<file path="config.mk">
export PLATFORM = sky130hd
export DESIGN_NAME = slusp_port
export DESIGN_NICKNAME = d
export VERILOG_FILES = /design/src/slusp_pkg.sv /design/src/slusp_fifo.sv /design/src/slusp_port.sv
export SDC_FILE = /design/constraint.sdc
export NUM_CORES = 1
export LEC_CHECK = 0
export BUFFER_PORTS_ARGS = -buffer_cell sky130_fd_sc_hd__clkbuf_2
export CORE_ASPECT_RATIO = 1.4
export CORE_MARGIN = 2
export CORE_UTILIZATION = 54
export CTS_CLUSTER_SIZE = 10
export DETAILED_ROUTE_END_ITERATION = 16
export HOLD_SLACK_MARGIN = 0.1
export PLACE_DENSITY = 0.78
export RECOVER_POWER = 25
export SLEW_MARGIN = 25
export SYNTH_ARGS = -nofsm -noshare
export SYNTH_HDL_FRONTEND = slang
export SYNTH_HIERARCHICAL = 1
export SYNTH_SLANG_ARGS = --single-unit
</file>
<file path="constraint.sdc">
create_clock -name clk -period 27.3 [get_ports clk]
set_input_delay 4.095 -clock clk [delete_from_list [all_inputs] [get_ports clk]]
set_output_delay 4.095 -clock clk [all_outputs]
set_load 0.02 [all_outputs]
</file>
<file path="src/slusp_pkg.sv">
// Shared constants and types for the serial link user stream port.
package slusp_pkg;
    localparam int          LANE_BYTES       = 8;
    localparam int          LANE_BITS        = 64;
    localparam int          GEAR_PERIOD      = 32;
    localparam logic [4:0]  GEAR_PAUSE_SLOT  = 5'h1F;
    localparam int          CC_PERIOD        = 10000;
    localparam logic [1:0]  CC_LEN           = 2'h3;
    localparam int          FIFO_DEPTH       = 8;
    localparam int          DEBOUNCE_CYCLES  = 4;
    localparam logic [3:0]  SEP_COUNT_EMPTY  = 4'h0;
    localparam logic [7:0]  KEEP_ALL         = 8'hFF;
    localparam logic [63:0] DATA_RST         = 64'h0000000000000000;
    localparam logic [7:0]  KEEP_RST         = 8'h00;

    typedef enum logic [1:0] {
        SLUSP_BLK_IDLE,
        SLUSP_BLK_DATA,
        SLUSP_BLK_SEP,
        SLUSP_BLK_CC
    } slusp_blk_t;

    typedef enum logic {
        SLUSP_TX_RUN,
        SLUSP_TX_EMPTY_SEPARATOR_BLOCK
    } slusp_tx_state_t;
endpackage

</file>
<file path="src/slusp_fifo.sv">
// Small synchronous valid/ready FIFO used in the transmit data path.
`timescale 1ns/100ps
module slusp_fifo #(
    parameter int W     = 73,
    parameter int DEPTH = 8
) (
    input  wire logic                       clk,
    input  wire logic                       rst,
    input  wire logic                       ce,
    input  wire logic                       in_valid,
    output logic                            in_ready,
    input  wire logic [W-1:0]               in_data,
    output logic                            out_valid,
    input  wire logic                       out_ready,
    output logic [W-1:0]                    out_data,
    output logic [$clog2(DEPTH):0]          count
);
    localparam int AW = $clog2(DEPTH);

    logic [W-1:0]  mem [DEPTH];
    logic [AW-1:0] wr_ptr_r;
    logic [AW-1:0] rd_ptr_r;
    logic [AW:0]   count_r;
    wire           push = in_valid && in_ready;
    wire           pop  = out_valid && out_ready;

    assign in_ready  = (count_r != (AW+1)'(DEPTH));
    assign out_valid = (count_r != '0);
    assign out_data  = mem[rd_ptr_r];
    assign count     = count_r;

    always_ff @(posedge clk) begin
        if (ce && push) begin
            mem[wr_ptr_r] <= in_data;
        end
    end

    always_ff @(posedge clk) begin
        if (rst) begin
            wr_ptr_r <= '0;
            rd_ptr_r <= '0;
            count_r  <= '0;
        end else if (ce) begin
            if (push) begin
                wr_ptr_r <= (wr_ptr_r == AW'(DEPTH - 1)) ? '0 : wr_ptr_r + 1'b1;
            end
            if (pop) begin
                rd_ptr_r <= (rd_ptr_r == AW'(DEPTH - 1)) ? '0 : rd_ptr_r + 1'b1;
            end
            count_r <= count_r + (AW+1)'(push) - (AW+1)'(pop);
        end
    end
endmodule

</file>
<file path="src/slusp_port.sv">
// Transmit and receive user stream port of a 64b/66b serial link layer.
//
// How it works
// - Drop tx ready one cycle per 32.
// - Clock comp sequence, three cycles every 10,000.
// - No data after idle or separator.
// - Full last block gets empty separator next.
// - Streaming mode carries words without delimiters.
// - Streaming idle gaps kept except during comp.
// - Transfer only when valid and ready.
// - Init clock output only for differential option.
// - Separator carries count; idle when no data.
`timescale 1ns/100ps
module slusp_port
    import slusp_pkg::*;
#(
    parameter int CC_PERIOD_CYC = CC_PERIOD,
    parameter int DEPTH         = FIFO_DEPTH,
    parameter bit DIFF_INIT_CLK = 1'b1
) (
    input  wire logic                 clk,
    input  wire logic                 rst,
    input  wire logic                 ce,
    input  wire logic                 channel_up,
    input  wire logic                 streaming_mode,
    input  wire logic                 pma_init_pin,
    output logic                      pma_init_clean,
    input  wire logic                 init_clk_pin,
    output logic                      init_clk_out,
    input  wire logic [63:0]          s_axi_tx_tdata,
    input  wire logic [7:0]           s_axi_tx_tkeep,
    input  wire logic                 s_axi_tx_tlast,
    input  wire logic                 s_axi_tx_tvalid,
    output logic                      s_axi_tx_tready,
    output logic                      tx_block_valid,
    output slusp_blk_t                tx_block_type,
    output logic [63:0]               tx_block_data,
    output logic [3:0]                tx_sep_count,
    input  wire logic                 rx_block_valid,
    input  wire slusp_blk_t           rx_block_type,
    input  wire logic [63:0]          rx_block_data,
    input  wire logic [3:0]           rx_sep_count,
    output logic [63:0]               m_axi_rx_tdata,
    output logic [7:0]                m_axi_rx_tkeep,
    output logic                      m_axi_rx_tlast,
    output logic                      m_axi_rx_tvalid
);
    localparam int FW  = LANE_BITS + LANE_BYTES + 1;
    localparam int CW  = $clog2(CC_PERIOD_CYC);
    localparam int QW  = $clog2(DEPTH) + 1;

    // Pin synchronisers: the first stage feeds only the second.
    logic [2:0] pma_sync_r;
    logic [2:0] iclk_sync_r;
    logic [2:0] deb_cnt_r;
    logic       pma_init_r;
    logic       init_clk_r;

    always_ff @(posedge clk) begin
        if (rst) begin
            pma_sync_r  <= 3'h0;
            iclk_sync_r <= 3'h0;
        end else if (ce) begin
            pma_sync_r  <= {pma_sync_r[1:0], pma_init_pin};
            iclk_sync_r <= {iclk_sync_r[1:0], init_clk_pin};
        end
    end

    // The init request must stay put for a few cycles before it is believed, so a glitchy
    // button or strap cannot bounce the link.
    wire pma_agree  = (pma_sync_r[2] == pma_sync_r[1]);
    wire pma_change = pma_agree && (pma_sync_r[2] != pma_init_r);
    wire deb_done   = (deb_cnt_r == 3'(DEBOUNCE_CYCLES - 1));

    always_ff @(posedge clk) begin
        if (rst) begin
            deb_cnt_r  <= 3'h0;
            pma_init_r <= 1'b0;
        end else if (ce) begin
            deb_cnt_r <= (pma_change && !deb_done) ? deb_cnt_r + 3'h1 : 3'h0;
            if (pma_change && deb_done) begin
                pma_init_r <= pma_sync_r[2];
            end
        end
    end

    // The forwarded init clock is a sampled copy; it is held low in the single-ended option.
    wire iclk_agree = (iclk_sync_r[2] == iclk_sync_r[1]);

    always_ff @(posedge clk) begin
        if (rst) begin
            init_clk_r <= 1'b0;
        end else if (ce && iclk_agree) begin
            init_clk_r <= DIFF_INIT_CLK ? iclk_sync_r[2] : 1'b0;
        end
    end

    assign pma_init_clean = pma_init_r;
    assign init_clk_out   = init_clk_r;

    // Gearbox pause and clock compensation timing.
    logic [4:0]    gear_r;
    logic [CW-1:0] cc_cnt_r;
    logic [1:0]    cc_left_r;

    wire          link_ok     = channel_up && !pma_init_r;
    wire [4:0]    gear_nxt    = gear_r + 5'h1;
    wire          pause_now   = (gear_r == GEAR_PAUSE_SLOT);
    wire          pause_nxt   = (gear_nxt == GEAR_PAUSE_SLOT);
    wire          cc_start    = (cc_cnt_r == CW'(CC_PERIOD_CYC - 1));
    wire [CW-1:0] cc_cnt_nxt  = cc_start ? '0 : cc_cnt_r + 1'b1;
    wire [1:0]    cc_left_nxt = cc_start ? CC_LEN : (cc_left_r != 2'h0) ? cc_left_r - 2'h1 : 2'h0;
    wire          cc_now      = (cc_left_r != 2'h0);
    wire          cc_nxt      = (cc_left_nxt != 2'h0);

    always_ff @(posedge clk) begin
        if (rst) begin
            gear_r    <= 5'h0;
            cc_cnt_r  <= '0;
            cc_left_r <= 2'h0;
        end else if (ce) begin
            gear_r    <= gear_nxt;
            cc_cnt_r  <= cc_cnt_nxt;
            cc_left_r <= cc_left_nxt;
        end
    end

    // Transmit FIFO; ready is only offered while a full cycle's worth of room remains.
    logic          tready_r;
    logic          fifo_in_ready;
    logic          fifo_out_valid;
    logic [FW-1:0] fifo_out_data;
    logic [QW-1:0] fifo_count;
    logic          fifo_pop;

    wire fifo_push = s_axi_tx_tvalid && tready_r && fifo_in_ready;
    wire room      = (fifo_count < QW'(DEPTH - 1));
    wire tready_nxt = link_ok && room && !pause_nxt && !cc_nxt;

    always_ff @(posedge clk) begin
        if (rst) begin
            tready_r <= 1'b0;
        end else if (ce) begin
            tready_r <= tready_nxt;
        end
    end

    assign s_axi_tx_tready = tready_r;

    slusp_fifo #(
        .W     (FW),
        .DEPTH (DEPTH)
    ) u_fifo (
        .clk       (clk),
        .rst       (rst),
        .ce        (ce),
        .in_valid  (fifo_push),
        .in_ready  (fifo_in_ready),
        .in_data   ({s_axi_tx_tlast, s_axi_tx_tkeep, s_axi_tx_tdata}),
        .out_valid (fifo_out_valid),
        .out_ready (fifo_pop),
        .out_data  (fifo_out_data),
        .count     (fifo_count)
    );

    // Lane scheduler: one block per slot, pause and compensation slots carry no user data.
    slusp_tx_state_t tx_st_r;
    logic            blk_valid_r;
    slusp_blk_t      blk_type_r;
    logic [63:0]     blk_data_r;
    logic [3:0]      blk_cnt_r;

    wire        w_last   = fifo_out_data[FW-1];
    wire [7:0]  w_keep   = fifo_out_data[FW-2 -: LANE_BYTES];
    wire [63:0] w_data   = fifo_out_data[LANE_BITS-1:0];
    wire        slot_ok  = !pause_now && !cc_now;
    wire        need_empty_separator_block = (tx_st_r == SLUSP_TX_EMPTY_SEPARATOR_BLOCK);
    wire        framed_end = !streaming_mode && w_last;
    wire        partial  = framed_end && (w_keep != KEEP_ALL);
    wire [3:0]  keep_cnt = 4'(w_keep[0]) + 4'(w_keep[1]) + 4'(w_keep[2]) + 4'(w_keep[3])
                         + 4'(w_keep[4]) + 4'(w_keep[5]) + 4'(w_keep[6]) + 4'(w_keep[7]);

    assign fifo_pop = slot_ok && !need_empty_separator_block && fifo_out_valid && link_ok;

    slusp_blk_t      type_nxt;
    slusp_tx_state_t st_nxt;

    always_comb begin
        type_nxt = SLUSP_BLK_IDLE;
        st_nxt   = tx_st_r;
        case (tx_st_r)
            SLUSP_TX_RUN: begin
                if (fifo_pop) begin
                    type_nxt = partial ? SLUSP_BLK_SEP : SLUSP_BLK_DATA;
                    if (framed_end && !partial) begin
                        st_nxt = SLUSP_TX_EMPTY_SEPARATOR_BLOCK;
                    end
                end
            end
            SLUSP_TX_EMPTY_SEPARATOR_BLOCK: begin
                type_nxt = SLUSP_BLK_SEP;
                if (slot_ok) begin
                    st_nxt = SLUSP_TX_RUN;
                end
            end
            default: begin
                st_nxt = SLUSP_TX_RUN;
            end
        endcase
    end

    always_ff @(posedge clk) begin
        if (rst) begin
            tx_st_r     <= SLUSP_TX_RUN;
            blk_valid_r <= 1'b0;
            blk_type_r  <= SLUSP_BLK_IDLE;
            blk_data_r  <= DATA_RST;
            blk_cnt_r   <= SEP_COUNT_EMPTY;
        end else if (ce) begin
            tx_st_r     <= st_nxt;
            blk_valid_r <= !pause_now;
            if (cc_now) begin
                blk_type_r <= SLUSP_BLK_CC;
                blk_data_r <= DATA_RST;
                blk_cnt_r  <= SEP_COUNT_EMPTY;
            end else if (!pause_now) begin
                // With one lane per slot a separator or idle is never followed by data in it.
                blk_type_r <= type_nxt;
                blk_data_r <= fifo_pop ? w_data : DATA_RST;
                blk_cnt_r  <= (fifo_pop && partial) ? keep_cnt : SEP_COUNT_EMPTY;
            end
        end
    end

    assign tx_block_valid = blk_valid_r;
    assign tx_block_type  = blk_type_r;
    assign tx_block_data  = blk_data_r;
    assign tx_sep_count   = blk_cnt_r;

    // Receive path. No ready exists, so every word is offered for exactly one cycle.
    // In framing one data word is held back until the next data or separator block shows whether it ends a frame.
    logic        hold_v_r;
    logic [63:0] hold_d_r;
    logic        tail_v_r;
    logic [63:0] tail_d_r;
    logic [7:0]  tail_k_r;
    logic [63:0] rx_d_r;
    logic [7:0]  rx_k_r;
    logic        rx_l_r;
    logic        rx_v_r;

    wire       rx_data  = rx_block_valid && (rx_block_type == SLUSP_BLK_DATA);
    wire       rx_sep   = rx_block_valid && (rx_block_type == SLUSP_BLK_SEP) && !streaming_mode;
    wire       sep_full = rx_sep && (rx_sep_count != SEP_COUNT_EMPTY);
    wire [7:0] sep_keep = 8'((9'h001 << rx_sep_count) - 9'h001);

    always_ff @(posedge clk) begin
        if (rst) begin
            hold_v_r <= 1'b0;
            hold_d_r <= DATA_RST;
            tail_v_r <= 1'b0;
            tail_d_r <= DATA_RST;
            tail_k_r <= KEEP_RST;
            rx_d_r   <= DATA_RST;
            rx_k_r   <= KEEP_RST;
            rx_l_r   <= 1'b0;
            rx_v_r   <= 1'b0;
        end else if (ce) begin
            rx_v_r   <= 1'b0;
            tail_v_r <= 1'b0;
            if (streaming_mode) begin
                hold_v_r <= 1'b0;
                rx_v_r   <= rx_data;
                rx_d_r   <= rx_block_data;
                rx_k_r   <= KEEP_ALL;
                rx_l_r   <= 1'b0;
            end else if (tail_v_r) begin
                rx_v_r <= 1'b1;
                rx_d_r <= tail_d_r;
                rx_k_r <= tail_k_r;
                rx_l_r <= 1'b1;
                if (rx_data) begin
                    hold_v_r <= 1'b1;
                    hold_d_r <= rx_block_data;
                end
            end else if (rx_data) begin
                hold_v_r <= 1'b1;
                hold_d_r <= rx_block_data;
                rx_v_r   <= hold_v_r;
                rx_d_r   <= hold_d_r;
                rx_k_r   <= KEEP_ALL;
                rx_l_r   <= 1'b0;
            end else if (rx_sep) begin
                hold_v_r <= 1'b0;
                if (hold_v_r) begin
                    rx_v_r   <= 1'b1;
                    rx_d_r   <= hold_d_r;
                    rx_k_r   <= KEEP_ALL;
                    rx_l_r   <= !sep_full;
                    tail_v_r <= sep_full;
                    tail_d_r <= rx_block_data;
                    tail_k_r <= sep_keep;
                end else if (sep_full) begin
                    rx_v_r <= 1'b1;
                    rx_d_r <= rx_block_data;
                    rx_k_r <= sep_keep;
                    rx_l_r <= 1'b1;
                end
            end
        end
    end

    assign m_axi_rx_tdata  = rx_d_r;
    assign m_axi_rx_tkeep  = rx_k_r;
    assign m_axi_rx_tlast  = rx_l_r;
    assign m_axi_rx_tvalid = rx_v_r;
endmodule

</file>
## Yosys cells after proc, flatten, opt, wreduce, memory -nomap -nowiden

Memories as Yosys holds them, arrays and structs flattened. A register that Yosys moved wholly into a read port is not among the register bits.
Cells that the tools add are included.

| storage, ports and cells | value |
|---|---|
| output and inout bits | 148 |
| bits of input ports | 152 |
| bits in registers | 327 |
| bits in writable memories | 584 |
| memories | 1 |

Memories:

| memory | depth | bits a word | read ports | clocked after Yosys merged registers in | wr ports | RTL line | text |
|---|---|---|---|---|---|---|---|
| u_fifo.mem | 8 | 73 | 1 | 1 | 1 | slusp_fifo.sv:20 | `logic [W-1:0] mem [DEPTH];` |

| cells by class | value |
|---|---|
| bitwise logic cells | 4 |
| equal/unequal tests | 15 |
| $add $sub $neg | 16 |
| muxes and demuxes | 59 |
| reduce and logical (&&, ||, !) cells | 50 |
| magnitude comparators | 1 |
| shift operators | 1 |

Operator list:

| kind | number |
|---|---|
| $mux 64 | 9 |
| $mux 8 | 6 |
| $mux 1 | 27 |
| $logic_and 1x1->1 | 25 |
| $add 4x1->4 | 5 |
| $mux 3 | 5 |
| $add 14x1->14 const B | 1 |
| $eq 14x14->1 const B | 1 |
| $mux 14 | 1 |
| $mux 2 | 6 |
| $mux 4 | 3 |
| $reduce_bool 4->1 | 3 |
| $eq 5x5->1 const B | 2 |
| $logic_not 1->1 | 10 |
| $add 3x1->3 const B | 3 |
| $reduce_and 3->1 | 3 |
| $ne 8x8->1 const B | 1 |
| $reduce_and 2->1 | 4 |
| $shl 1x4->8 const A | 1 |
| $sub 8x1->8 const B | 1 |
| $eq 3x3->1 const B | 2 |
| $reduce_and 6->1 | 1 |
| $add 5x1->5 const B | 1 |
| $reduce_bool 5->1 | 1 |
| other kinds (19) | 24 |

## Longest topological paths before layout

| depth | value |
|---|---|
| depth in word-level cells | 10 |
| mapped depth | 16 |
| mapped depth without buffers | 16 |

## Cells and area by module

Netlist, hierarchy kept.

By module, submodules not included:

| module | times used | seq. area each (um^2) | area an instance (um^2) | cells each |
|---|---|---|---|---|
| slusp_fifo | 1 | 17797.1 | 23203.5 | 928 |
| slusp_port | 1 | 6346.1 | 13544.2 | 1565 |

## Worst setup path before layout

No wires, ideal clock.

| timing path | value |
|---|---|
| path kind | input to register |
| start | in ce |
| end | mem u_fifo.mem[0][0], enable pin |
| setup slack | 15108 ps |
| data required time | 26616 ps |
| library setup time | 684 ps |
| stages on the path | 3 |
| arrival | 11508 ps |
| path through | buf_1 > nand3_1 > nor4_1 |

| between the ends | value |
|---|---|
| cells in the longest elaborated chain, start to end | 3 |

RTL lines:

| what | RTL line | text |
|---|---|---|
| start, declared | slusp_port.sv:23 | `input wire logic ce,` |
| $logic_and 1x1->1 | slusp_fifo.sv:33 | `if (ce && push) begin` |
| $mux 1 | slusp_fifo.sv:33 |  |
| $mux 1 (implied by the code) | slusp_fifo.sv:34 | `mem[wr_ptr_r] <= in_data;` |
| end, declared | slusp_fifo.sv:20 |  |

No other way between the ends.

## Worst setup path in the final report

| timing path | value |
|---|---|
| start | in ce |
| end | reg tail_k_r[4] |

| between the ends | value |
|---|---|
| cells in the longest elaborated chain, start to end | 1 |

RTL lines:

| what | RTL line | text |
|---|---|---|
| $reduce_and 6->1 (no line) | - |  |
| end signal, assigned | slusp_port.sv:302 | `tail_k_r <= sep_keep;` |
| end, declared | slusp_port.sv:246 | `logic [7:0] tail_k_r;` |

No other way between the ends.
A chain may end at the register's enable or synchronous reset.

==> flow_metrics.tcl <==
set metrics [dict create \
    outcome "complete, no violations" \
    firstDrtPassIters 6 \
    dp_hpwl_um 46270 \
    crit_family "simple AND/OR/NAND/NOR gates" \
    synthAdderAreaFrac_pct 0.9874 \
    grt_pass1_vias 22040 \
    most-common-layout-cells "edfxtp_1 (584), nand2_1 (411), dfxtp_1 (326)" \
    timing.rr.end "tx_sep_count[2]$_SDFFE_PP0P_" \
    clk_latency_ps 670 \
    synth_edf_count 584 \
    synthCells 2493 \
    rsz0062_at_grt "no" \
    cts-root-buf "clkbuf_16" \
    wl_per_cell_um 22.69 \
    htreeDepth 3 \
    die_x_um 224.5 \
    placementRows 113 \
    yosys.area_share.simple_pct 7.327 \
    vias 21730 \
    fmax_mhz 146.4 \
    start_util_pct 54.37 \
    max-slew-margin-rel_pct 26.72 \
    synth_flop_cell "edfxtp_1" \
    cts_hold_buf 0 \
    worstPathRequired_ps 27770 \
    portBuffers 299 \
    synthArstFlopShare_pct 0 \
    path_clk_slew_ps 50 \
    fin_skew_ps 47.96 \
    via_per_inst 5.876 \
    dpl-instance-area_mm2 0.03868 \
    setup_viol 0 \
    synth.distinct_cells 61 \
    postSynthAreaPerCell_um2 14.74 \
    totalWireLength_um 83900 \
    design.core.area_mm2 0.06758 \
    cp-start-kind "input pin" \
    min_path_cells 2 \
    grt_usage_pct 23.57 \
    final_area_mm2 0.04162 \
    ios 300 \
    reg2reg_depth 13 \
    worst-path-buf-inv 4 \
    hold_viol 0 \
    synth_compound_area_share_pct 8.005 \
    p_leak_uw 0.01370 \
    multi_input_area_mm2 0.01155 \
    cts_buffers 102 \
    drive_above_1_share_pct 23.03 \
    ant_nets 0 \
    synth_seq_area_share_pct 65.70 \
    end_kind "flip-flop" \
    mostFrequentLayoutCell "edfxtp_1" \
    worstMarginPinSlew_ps 1099 \
    ir_worst_vdd_uv 78.97 \
    critPathKind "in -> reg" \
    synthXorXnorAreaFrac_pct 0.5243 \
    p_per_area_mw_per_mm2 70.39 \
    min_from "hold_d_r[10]$_SDFFE_PP0P_" \
    drtIter0Drc 1650 \
    cts_tree "done" \
    period_minus_slack_ps 6833 \
    cpMaxStageDelayCell "nand4_1" \
    grt_overflow 0 \
    synth.area.mux_share_pct 14.32 \
    die_h_um 312.7 \
    power_uw 2930 \
    grt_max_degree 103 \
    synthToLayoutAreaGrowth_pct 13.27 \
    dieArea_mm2 0.07018 \
    hp-class "reg -> reg" \
    synth_top_family_by_area "multiplexers" \
    fillers 4831 \
    finalCritPeriodShare_pct 25.03 \
    finalWeightedCongestion 0.7689 \
    maxCapViolCount 0 \
    yosysWarningCount 6 \
    clock_path_buffers 3 \
    cts_resized 0 \
    synth_seq_cells 914 \
    tns_ps 0 \
    path_cells "clkbuf_2, buf_4, inv_1, nor2_1, nand4_1, buf_4, nor3b_1, nor3_1" \
    crit_arrival_ps 7310 \
    grt_pass1_wl_um 127300 \
    synth_nets 2671 \
    nNetsFinal 2941 \
    cpMostUsedCell "buf_4" \
    cts_sinks 914 \
    seq_area_mm2 0.02416 \
    r2r_slack_ps 22700 \
    post-cts-setup-buffers 0 \
    critPathMaxFanout 53 \
    drc 0 \
    synth.cell_area_mm2 0.03675 \
    max_stage_delay_ps 790 \
    grt_antenna_before_repair 10 \
    finalMaxSlewViolations 0 \
    min_to "hold_d_r[10]$_SDFFE_PP0P_" \
]
==> worst register-to-register path: stages, from the launching register on <==
cell     delay [ps]
dfxtp_4         890
mux4_1          660
mux2_2          310
fa_1            540
inv_1            50
fa_1            490
fa_1            400
inv_1            70
ha_1            160
inv_1            60
fa_1            440
xnor2_1         140
a22oi_1         150
nor2_1           60
==> worst max path at each step <==
stage	slack [ps]	cells past startpoint	start	endpoint
2_1_floorplan	15110	3	ce	u_fifo/mem[0][0]$_DFFE_PP_
3_3_place_gp	20120	8	ce	tail_k_r[4]$_SDFFE_PP0P_
5_1_grt	20300	8	ce	tail_k_r[4]$_SDFFE_PP0P_
4_1_cts	20540	8	ce	tail_k_r[4]$_SDFFE_PP0P_
6_report	20470	8	ce	tail_k_r[4]$_SDFFE_PP0P_
3_5_place_dp	19870	8	ce	tail_k_r[4]$_SDFFE_PP0P_
==> cell type report <==
type,instances,share of cell area [%]
sequential,914,58.04
antenna,5,0.03006
timing repair buffer,333,4.136
inverter,26,0.2345
clock buffer,166,6.935
tap,862,2.591
multi-input combinational,1386,27.74
clock inverter,6,0.2886
==> kinds of logic (layout without fill, tap and decap cells) <==
| kind of cell | count (synthesis) | after routing |
|---|---|---|
| flip-flops | 914 | 914 |
| AND/OR/NAND/NOR | 648 | 648 |
| AO/OA/AOI/OAI | 397 | 397 |
| multiplexers | 293 | 293 |
| buffers and inverters | 193 | 531 |
| adder cells (fa/ha/maj) | 26 | 26 |
| XOR/XNOR | 22 | 22 |
| other | 0 | 5 |
==> where the power goes <==
group | total (uW) | switching [uW] | internal, uW
Clock | 1240 | 524 | 718
Combinational | 187 | 113 | 73.2
Sequential | 1500 | 14.9 | 1490
Total | 2930 | 652 | 2280
==> cells in the mapped netlist (2+ instances only) <==
| library cell | n | area, um^2 |
|---|---|---|
| mux2i_1 | 73 | 730.7 |
| mux2_2 | 74 | 833.3 |
| and2_1 | 2 | 12.51 |
| fa_1 | 5 | 100.1 |
| dfxtp_1 | 330 | 6606 |
| clkbuf_1 | 88 | 330.3 |
| nand4_1 | 15 | 93.84 |
| nor2_2 | 7 | 43.79 |
| and4_1 | 3 | 26.28 |
| mux4_1 | 109 | 2864 |
| o211ai_2 | 62 | 775.7 |
| a21o_1 | 2 | 15.01 |
| a2bb2oi_1 | 2 | 17.52 |
| xnor2_1 | 9 | 78.83 |
| a21oi_1 | 162 | 810.8 |
| nand3b_1 | 2 | 15.01 |
| nand3_1 | 13 | 65.06 |
| buf_12 | 7 | 140.1 |
| buf_2 | 28 | 140.1 |
| a21oi_2 | 63 | 551.8 |
| edfxtp_1 | 584 | 17540 |
| nor2b_1 | 6 | 37.54 |
| a22oi_1 | 66 | 495.5 |
| o21ai_0 | 19 | 95.09 |
| mux4_2 | 37 | 833.3 |
| nor3b_1 | 3 | 22.52 |
| nand2_1 | 413 | 1550 |
| buf_1 | 11 | 41.29 |
| nand2b_1 | 8 | 50.05 |
| xor2_1 | 13 | 113.9 |
| buf_6 | 20 | 225.2 |
| nor4_1 | 3 | 18.77 |
| nor2_1 | 131 | 491.7 |
| inv_1 | 26 | 97.59 |
| or4_1 | 2 | 15.01 |
| and3_1 | 5 | 31.28 |
| ha_1 | 21 | 262.8 |
| o31a_1 | 2 | 17.52 |
| a211oi_1 | 9 | 67.56 |
| clkbuf_8 | 13 | 178.9 |
| nor3_1 | 25 | 125.1 |
==> sequential cells by signal, summed over array words and instances (netlist names), 2 cells and up, named ones only <==
register and cells:
cc_cnt_r 14, cc_left_r 2, deb_cnt_r 3, gear_r 5, hold_d_r 64, iclk_sync_r 3
m_axi_rx_tdata 64, m_axi_rx_tkeep 8, pma_sync_r 3, tail_d_r 64, tail_k_r 8, tx_block_data 64
tx_block_type 2, tx_sep_count 4, u_fifo/count 4, u_fifo/mem 584, u_fifo/rd_ptr_r 3, u_fifo/wr_ptr_r 3
==> per-stage QoR <==
stage	utilization (%)	hold slack, ps	cells	setup slack, ps
floorplan	-	431.2	2493	15110
global placement	57.17	436.8	3520	20120
detailed placement	57.23	445.6	3521	19870
CTS	61.68	453.0	3693	20540
global route	61.58	472.3	3695	20300
finish	61.59	450.6	3698	20470
==> metal layers <==
layer | share of wire [%] | wire [um] | vias to the layer above | global-route usage (%)
met5 | 0.10 | 85 | - | 0
met4 | 2.5 | 2126 | 14 | 8.323
met3 | 7.9 | 6591 | 148 | 5.399
met2 | 52 | 43430 | 815 | 41.45
met1 | 38 | 31670 | 10830 | 28.49
li1 | - | - | 9926 | -
Note: power is estimated with default switching activity, not from simulation.
